File: config.mk
export PLATFORM = sky130hd
export DESIGN_NAME = flq_core
export DESIGN_NICKNAME = d
export VERILOG_FILES = /design/src/inc/flq_pkg.sv /design/src/flq_core.sv
export SDC_FILE = /design/constraint.sdc
export NUM_CORES = 1
export LEC_CHECK = 0
export ABC_AREA = 1
export BUFFER_PORTS_ARGS = -buffer_cell sky130_fd_sc_hd__buf_4
export CAP_MARGIN = 5
export CORE_MARGIN = 3
export CORE_UTILIZATION = 60
export CTS_CLUSTER_SIZE = 16
export DETAILED_ROUTE_END_ITERATION = 8
export PLACE_DENSITY = 0.87
export SYNTH_ARGS = -nofsm -noshare
export SYNTH_HDL_FRONTEND = slang
export SYNTH_SLANG_ARGS = --single-unit
File: constraint.sdc
create_clock -name core_clk -period 1.9 [get_ports core_clk]
set_input_delay 0.095 -clock core_clk [delete_from_list [all_inputs] [get_ports core_clk]]
set_output_delay 0.095 -clock core_clk [all_outputs]
set_load 0.005 [all_outputs]
File: src/inc/flq_pkg.sv
/*
 * Shared constants of the fault latch qualifier: timing figures in their
 * own units, derived cycle counts, switching period shape.
 * Assumes a 125 MHz core clock.
 */
package flq_pkg;
    // Core clock
    localparam int CLK_MHZ = 125;
    // Blanking after turn-off, in ns
    localparam int BLANK_NS = 1000;
    // Least fault high time, in ns
    localparam int MIN_HIGH_NS = 600;
    // Least time rounds up to whole cycles
    localparam int BLANK_CYC = (BLANK_NS * CLK_MHZ + 999) / 1000;
    localparam int MIN_HIGH_CYC = (MIN_HIGH_NS * CLK_MHZ + 999) / 1000;
    // Successive event cycles before latching
    localparam int EVENT_CNT = 4;
    // Maximum duty ratio in percent
    localparam int MAX_DUTY_PCT = 80;
    // Default switching period in core cycles (about 65 kHz)
    localparam int PERIOD_CYC = 1923;
    localparam int CNT_W = 12;
endpackage : flq_pkg

File: src/flq_core.sv
/*
 * Fault latch qualifier: switching period, duty limit, ramp gating,
 * blanked and qualified off-time fault check, successive event count,
 * permanent latch-off.
 * Assumes analog comparators arrive as asynchronous levels and that
 * sys_rst is driven only by power-on reset.
 */
`timescale 1ns/1ps
// Notes on behaviour
// - Fault input is the protection pin comparator against its 3 V threshold.
// - After each turn-off, fault input ignored for 1 us blanking.
// - A fault high shorter than 600 ns is discarded.
// - Fault path latches off only after 4 successive validated events.
// - One count per switching cycle with event; an eventless cycle restarts.
// - Latched off stops all drive until power-on reset.
// - Compensation ramp connected only during on time.
// - On time limited to 80 percent of switching period.
// - Supply over-voltage stops pulses and latches, unless auto-recovery.
module flq_core #(
    parameter int PERIOD = flq_pkg::PERIOD_CYC,
    parameter bit AUTO_RECOVER_VCC = 1'b0
) (
    input wire logic core_clk,
    input wire logic sys_rst,
    input wire logic pin_fault_cmp,
    input wire logic vcc_ov_cmp,
    input wire logic loop_off_req,
    output logic gate_drive,
    output logic ramp_connect,
    output logic latched_off,
    output logic [2:0] event_count
);
    localparam int CW = flq_pkg::CNT_W;
    localparam logic [CW-1:0] PER_M1 = CW'(PERIOD - 1);
    localparam logic [CW-1:0] ON_MAX =
        CW'((PERIOD * flq_pkg::MAX_DUTY_PCT) / 100);
    localparam logic [CW-1:0] BLANK = CW'(flq_pkg::BLANK_CYC);
    localparam logic [CW-1:0] MIN_HI = CW'(flq_pkg::MIN_HIGH_CYC);
    localparam logic [2:0] EV_N = 3'(flq_pkg::EVENT_CNT);

    // ************************************************************
    // Input synchronisers
    // ************************************************************
    logic [1:0] fsync_r, fsync_nxt, vsync_r, vsync_nxt, lsync_r, lsync_nxt;
    always_comb begin
        fsync_nxt = {fsync_r[0], pin_fault_cmp};
        vsync_nxt = {vsync_r[0], vcc_ov_cmp};
        lsync_nxt = {lsync_r[0], loop_off_req};
    end
    always_ff @(posedge core_clk) begin
        if (sys_rst) begin
            fsync_r <= 2'h0;
            vsync_r <= 2'h0;
            lsync_r <= 2'h0;
        end else begin
            fsync_r <= fsync_nxt;
            vsync_r <= vsync_nxt;
            lsync_r <= lsync_nxt;
        end
    end
    wire logic fault_s = fsync_r[1];
    wire logic vcc_ov_s = vsync_r[1];
    wire logic stop_req_s = lsync_r[1];

    // ************************************************************
    // Switching period and qualification
    // ************************************************************
    logic [CW-1:0] per_r, per_nxt, blank_r, blank_nxt, hi_r, hi_nxt;
    logic on_r, on_nxt, seen_r, seen_nxt, lat_r, lat_nxt;
    logic [2:0] ev_r, ev_nxt;
    logic period_end, checking;

    always_comb begin
        per_nxt = per_r;
        on_nxt = on_r;
        blank_nxt = blank_r;
        hi_nxt = hi_r;
        seen_nxt = seen_r;
        ev_nxt = ev_r;
        lat_nxt = lat_r;
        period_end = (per_r == PER_M1);
        checking = !on_r && (blank_r == BLANK);
        per_nxt = period_end ? '0 : per_r + CW'(1);
        // Start of period turns on, duty ceiling or loop turns off
        if (period_end) begin
            on_nxt = !lat_r && !stop_req_s;
        end else if (per_r + CW'(1) == ON_MAX || stop_req_s) begin
            on_nxt = 1'b0;
        end
        // Blanking counter restarts at every turn-off
        if (on_r) begin
            blank_nxt = '0;
        end else if (blank_r != BLANK) begin
            blank_nxt = blank_r + CW'(1);
        end
        // Continuous high width measured during off time only
        if (checking && fault_s) begin
            if (hi_r != MIN_HI) begin
                hi_nxt = hi_r + CW'(1);
            end
        end else begin
            hi_nxt = '0;
        end
        if (checking && fault_s && hi_r + CW'(1) >= MIN_HI) begin
            seen_nxt = 1'b1;
        end
        if (period_end) begin
            seen_nxt = 1'b0;
            if (seen_r || (checking && fault_s && hi_r + CW'(1) >= MIN_HI))
            begin
                if (ev_r != EV_N) begin
                    ev_nxt = ev_r + 3'h1;
                end
            end else begin
                ev_nxt = 3'h0;
            end
        end
        if (ev_r == EV_N) begin
            lat_nxt = 1'b1;
        end
        if (vcc_ov_s && !AUTO_RECOVER_VCC) begin
            lat_nxt = 1'b1;
        end
        if (lat_r) begin
            lat_nxt = 1'b1;
        end
        if (lat_r || vcc_ov_s) begin
            on_nxt = 1'b0;
        end
        // Closing event blocks the pulse that would start with it
        if (ev_nxt == EV_N) begin
            on_nxt = 1'b0;
        end
    end

    always_ff @(posedge core_clk) begin
        if (sys_rst) begin
            per_r <= '0;
            on_r <= 1'b0;
            blank_r <= '0;
            hi_r <= '0;
            seen_r <= 1'b0;
            ev_r <= 3'h0;
            lat_r <= 1'b0;
        end else begin
            per_r <= per_nxt;
            on_r <= on_nxt;
            blank_r <= blank_nxt;
            hi_r <= hi_nxt;
            seen_r <= seen_nxt;
            ev_r <= ev_nxt;
            lat_r <= lat_nxt;
        end
    end

    assign gate_drive = on_r;
    // Ramp follows the switch state exactly
    assign ramp_connect = on_r;
    assign latched_off = lat_r;
    assign event_count = ev_r;

    // ************************************************************
    // Checker helpers
    // ************************************************************
    // Off-time run counted from the pin, apart from the blanking
    // counter, so a slip in either one shows up in the checks
    logic [CW-1:0] offrun_r, offrun_nxt;
    always_comb begin
        offrun_nxt = offrun_r;
        if (gate_drive) begin
            offrun_nxt = '0;
        end else if (offrun_r != BLANK) begin
            offrun_nxt = offrun_r + CW'(1);
        end
    end
    always_ff @(posedge core_clk) begin
        if (sys_rst) begin
            offrun_r <= '0;
        end else begin
            offrun_r <= offrun_nxt;
        end
    end

    // ************************************************************
    // Checks
    // ************************************************************
    a_latch_holds: assert property (@(posedge core_clk) disable iff (sys_rst)
        lat_r |=> lat_r && !on_r)
        else $error("latch released or drive active");
    a_ramp_off_time: assert property (@(posedge core_clk)
        disable iff (sys_rst) ramp_connect == gate_drive)
        else $error("ramp connected in off time");
    a_duty_limit: assert property (@(posedge core_clk) disable iff (sys_rst)
        on_r |-> per_r < ON_MAX)
        else $error("on time beyond duty ceiling");
    a_blank_hold: assert property (@(posedge core_clk) disable iff (sys_rst)
        $fell(on_r) |-> !checking [*8])
        else $error("fault checked inside blanking");
    a_four_latch: assert property (@(posedge core_clk) disable iff (sys_rst)
        (ev_r == EV_N) |=> lat_r)
        else $error("no latch after event count");
    a_no_early_latch: assert property (@(posedge core_clk)
        disable iff (sys_rst)
        $rose(lat_r) |-> $past(ev_r) == EV_N || $past(vcc_ov_s))
        else $error("latched without cause");
    a_count_reset: assert property (@(posedge core_clk) disable iff (sys_rst)
        period_end && !seen_r && !(checking && fault_s) |=> ev_r == 3'h0)
        else $error("count kept over eventless cycle");
    a_short_pulse: assert property (@(posedge core_clk) disable iff (sys_rst)
        $rose(seen_r) |-> $past(hi_r) + CW'(1) >= MIN_HI)
        else $error("short pulse accepted");
    a_vcc_stop: assert property (@(posedge core_clk) disable iff (sys_rst)
        vcc_ov_s |=> !on_r)
        else $error("drive after supply over-voltage");
    a_off_latched: assert property (@(posedge core_clk)
        disable iff (sys_rst) latched_off |-> !gate_drive)
        else $error("drive while latched");
    a_count_steady: assert property (@(posedge core_clk)
        disable iff (sys_rst) !period_end |=> $stable(ev_r))
        else $error("count moved inside a period");
    a_blank_span: assert property (@(posedge core_clk)
        disable iff (sys_rst) checking |-> offrun_r == BLANK)
        else $error("fault checked before blanking ran out");
endmodule : flq_core

# --- After elaboration in Yosys (flattened, before gate mapping) ---
# Index checks and enable logic that the tools add are counted.
totals:
  inputBits: 5
  word_cells: 47
  regBits: 48
  out_inout_bits: 6
op_classes:
  n_bitwise: 1
  n_lt_le_gt_ge: 1
  mux: 8
  n_reduce_logical: 15
  add_sub_neg: 4
  eq_ne: 8
op_table:
  columns: ["cell", "count"]
  rows:
  - ["12-bit by 1-bit adder with 12-bit output, second input constant", 3]
  - ["12-bit by 11-bit == test with 1-bit output, second input constant", 2]
  - ["12-bit by 7-bit inequality test with 1-bit output, second input constant", 2]
  - ["12-bit by 7-bit == test with 1-bit output, second input constant", 1]
  - ["12-bit by 7-bit >= comparator with 1-bit output, second input constant", 1]
  - ["3-bit 2-to-1 mux", 3]
  - ["3-bit == test, second input constant", 2]
  - ["2-bit OR reduction", 3]
  - ["1-bit 2-to-1 mux", 5]
  - ["1-bit logical AND", 4]
  - ["3-bit by 1-bit adder with 3-bit output, second input constant", 1]
  - ["1-bit zero test", 3]
  - ["1-bit logical OR", 3]
  - ["3-bit inequality test, second input constant", 1]
  - ["3-bit OR reduction", 1]
  - ["2-bit nonzero test", 1]
  - ["1-bit NOT", 1]

# --- Longest topological paths before layout ---
logic_depth:
  word_depth: 9
  mapped_depth: 16
  ltp_nobuf: 16

# --- Worst setup path before layout ---
# Ideal clock, no wire load.
synth_timing:
  path_kind: "register -> register"
  start: "register per_r[0]"
  end: "register on_r, in the netlist gate_drive"
  n_path_buf: 0
  path_stages_with_launch: 12
  arrival_ps: 1598
  t_required_ps: 1789
  path_slack_ps: 190
  setup_ps: 111
  period_less_slack_ps: 1710
  cell_sequence: "dfxtp_1 -> ha_1 -> nand3_1 -> nor3_1 -> nand4_1 -> xor2_1 -> nor2_1 -> nand3_1 -> nand2_1 -> nand2_1 -> nand2_1 -> nor2_1"
synth_between:
  elab_chain_cells: 4
  word_cells_on_any_way: 9
  cone_classes: "1 x add/sub; 3 x eq/ne; 2 x mux; 3 x reduce/logical"
synth_rtl:
  columns: ["item", "line_no", "rtl"]
  rows:
  - ["from (decl)", "flq_core.sv:68", "logic [CW-1:0] per_r, per_nxt, blank_r, blank_nxt, hi_r, hi_nxt;"]
  - ["from (signal assigned)", "flq_core.sv:146", "per_r <= per_nxt;"]
  - ["12-bit by 1-bit adder with 12-bit output or 12-bit by 11-bit == test with 1-bit output (tied branches)", "flq_core.sv:87, flq_core.sv:81", null]
  - ["12-bit by 11-bit == test with 1-bit output or 3-bit 2-to-1 mux (tied branches)", "flq_core.sv:87, flq_core.sv:107", null]
  - ["1-bit logical OR or 3-bit == test (tied branches)", "flq_core.sv:87, flq_core.sv:131", null]
  - ["2-bit nonzero test (no source line) or 3-bit OR reduction (tied branches)", null, null]
  - ["to (signal assigned)", "flq_core.sv:147", "on_r <= on_nxt;"]
  - ["to (decl)", "flq_core.sv:69", "logic on_r, on_nxt, seen_r, seen_nxt, lat_r, lat_nxt;"]
# Several ways; a longest one is shown, not always the timed one.
# A chain may end at the register's enable or synchronous reset.

# --- Final worst setup path ---
layout_timing:
  start: "register per_r[1]"
  end: "register on_r, in the netlist gate_drive"
# The elaborated chain is that of the path after synthesis.

==> out/metrics.cfg <==
[drt]
vias_per_cell=5.80
postRouteAntennaNets=0
route.detailed.drc=0
num_vias=2411
routed_wl_um=6490
wire_per_inst_um=15.6
drt-initial-drc-count=191
firstDrtPassIters=5

[timing]
worst_pin_slew_ns=0.535
slew_viol_final=0
fin_crit_sh=1.01
setup_viol=1
rsz0062_at_grt=true
fmax_ghz=0.520
worst_clock_skew_ns=0.0116
timing.final.ws_setup_ns=-0.0215
finalHoldViolCount=0
relSlewSlack=0.642
fin_crit_ns=1.92

[logic_synthesis]
yosysMostFrequentCell=nand2_1
yosys_warnings=0
synth_edf_count=0
synth_area_mm2=0.00246
synth.top_cell.area_share=0.390
async_reset_ff_frac=0
ys_seq_area_frac=0.390
ys_types=31
synth.largest_area_cell=dfxtp_1
syn_nets=354
synthCells=340
synth_common_cells=58 x nand2_1, 55 x inv_1, 48 x dfxtp_1, 48 x nor2_1, 23 x nand3_1
ys_ff_latch=48
ys.flop_type=dfxtp_1
synth.avg_cell_area_um2=7.25
synth_area_leaders=dfxtp_1 39%, nand2_1 8.8%, inv_1 8.4%

[worst_hold_path]
min_path_cells=3
hold_path.startpoint=vcc_ov_cmp
hold_class=in2reg
hold_end=vsync_r[0]

[critical_path]
cp-start-kind=flip-flop
reg2reg_slack_ns=-0.02
critPathMaxFanout=4
worstPathCellList=ha_4 > nand3_4 > nor3_2 > buf_4 > nand4_1 > xor2_1 > nor2_1 > nand3_1 > nand2_1 > nand2_2 > nand2_2 > nor2_2
crit_top_cell=nand2_2
critPathRequiredTime_ns=2.11
cp_slowest_stage_delay_ns=0.39
cpMaxStageDelayCell=dfxtp_4
critPathKind=reg2reg
crit_path_end_kind=flip-flop
worstPathArrival_ns=2.13
timing.rr.start=per_r[1]
r2r_cells=12
crit-reg2reg-capture=gate_drive

[place]
gp_congestion=0.889
place_hpwl_um=3660
port_buffers=10
dpl_worst_slack_ns=0.0416
placed_area_mm2=0.00264
placed_cells=403

[finish]
fin_cells=416
diodes=0
nFillCells=230
fin_area_mm2=0.00303
register_area_um2=986
area_growth_pct=22.8
drive_gt1_frac=0.228
finalNetCount=381
multi_input_area_mm2=0.00142

[clock_network]
cts_buffers=5
cts.path.max_buffers=2
h-tree-depth=2
cts_sinks=48
clk_pin_slew_ns=0.10
clkLatencyLatePin_ns=0.30
root_buffer=clkbuf_8
tritoncts=yes

[grt]
grt_first_pass_wirelength_um=9140
grt_pass1_vias=2120
grt_overflow=0
grt_max_degree=16
antenna_found_initial=0
grtUsageTotal=0.228

[floorplanning]
pin_count=11
dieArea_mm2=0.00491
dieWidth_um=70.1
rows=22
coreArea_mm2=0.00380
start_util=0.649
die_h_um=70.1

[power_and_ir_drop]
p_leak_uw=0.00124
finalPower_uw=2140
powerDensity_mw_per_mm2=707
vdd_ir_drop_max_v=0.000663

[job]
maxCapViolCount=0

[status]
status=complete, but fails checks
failed_checks=negative setup slack

[worst max-delay path, delay by kind of cell (launching register included)]
family / cells / cell delay (ns)
fa+ha+maj: 1 / 0.15
simple gates: 9 / 0.92
flops: 1 / 0.39
buf+inv: 1 / 0.16
xor+xnor: 1 / 0.21
[registers in the layout (all words and copies together) (netlist names)]
name         flops
blank_r         12
hi_r            12
per_r           12
event_count      3
fsync_r          2
lsync_r          2
vsync_r          2
gate_drive       1
latched_off      1
seen_r           1
[where the power goes]
group	total [uW]	internal, uW	switching [uW]
clock	1010	658	348
combinational	93.1	35.6	57.6
sequential	1040	1020	19.3
[stage by stage]
stage | hold slack, ns | util | TNS [ns]
floorplan | 0.202 | - | 0
global placement | 0.294 | 0.695 | 0
detailed placement | 0.303 | 0.695 | 0
CTS | 0.00541 | 0.747 | 0
global route | 0.0546 | 0.796 | -0.162
finish | 0.0477 | 0.796 | -0.0215
[worst max-delay path by stage]
| stage | startpoint | to | slack (ns) |
|---|---|---|---|
| after floorplan | per_r[0] | gate_drive | 0.19 |
| after global placement | hi_r[1] | gate_drive | 0.11 |
| after detailed placement | hi_r[1] | gate_drive | 0.04 |
| after CTS | per_r[0] | gate_drive | 0.01 |
| after global routing | per_r[4] | gate_drive | -0.16 |
| final | per_r[1] | gate_drive | -0.02 |
[layer usage]
| metal | track usage | vias up | part of all wire |
|---|---|---|---|
| li1 | - | 1136 | - |
| met1 | 0.284 | 1122 | 0.40 |
| met2 | 0.387 | 124 | 0.50 |
| met3 | 0.0576 | 29 | 0.066 |
| met4 | 0.0681 | 0 | 0.029 |
| met5 | 0 | - | 0 |
[kinds of logic (layout without fill, tap and decap cells)]
group	Yosys count	count (layout)	synth area share
simple gates	178	178	0.348
fa+ha+maj	9	9	0.0457
compound gates	28	28	0.0630
flops	48	48	0.390
xor+xnor	15	15	0.0533
buf+inv	62	90	0.0995
[repair_timing]
action,CTS,global route
hold buffers,2,0
resized for setup,6,44
hold endpoints to repair,2,0
setup buffers,0,3
pin swaps,0,11
endpoints found under the setup margin,1,10
[placed cells by master (no fill, tap or decap), types with 3 or more instances in the layout]
cell type  count
a21oi_1       15
nor2_2         8
nand4_1       10
nor3_1        11
clkbuf_8       5
nor3_2         4
dfxtp_1       38
dfxtp_2        5
nand3_1       22
nor2_1        42
nor4_1         5
dfxtp_4        5
nand2_2        7
nand2_1       52
ha_1           7
nor4_4         3
inv_1         55
bufinv_16      3
o21ai_0        8
nor2_4         4
buf_4         22
xor2_1        10
inv_2          3
[layout make-up]
type | instances | share of cell area
clock buffers | 5 | 0.0227
clock inverters | 3 | 0.0298
inverters | 58 | 0.0720
multi-input cells | 230 | 0.469
flip-flops and latches | 48 | 0.326
well taps | 48 | 0.0199
repair buffers | 24 | 0.0612
Power figures use the tool's default switching activity.
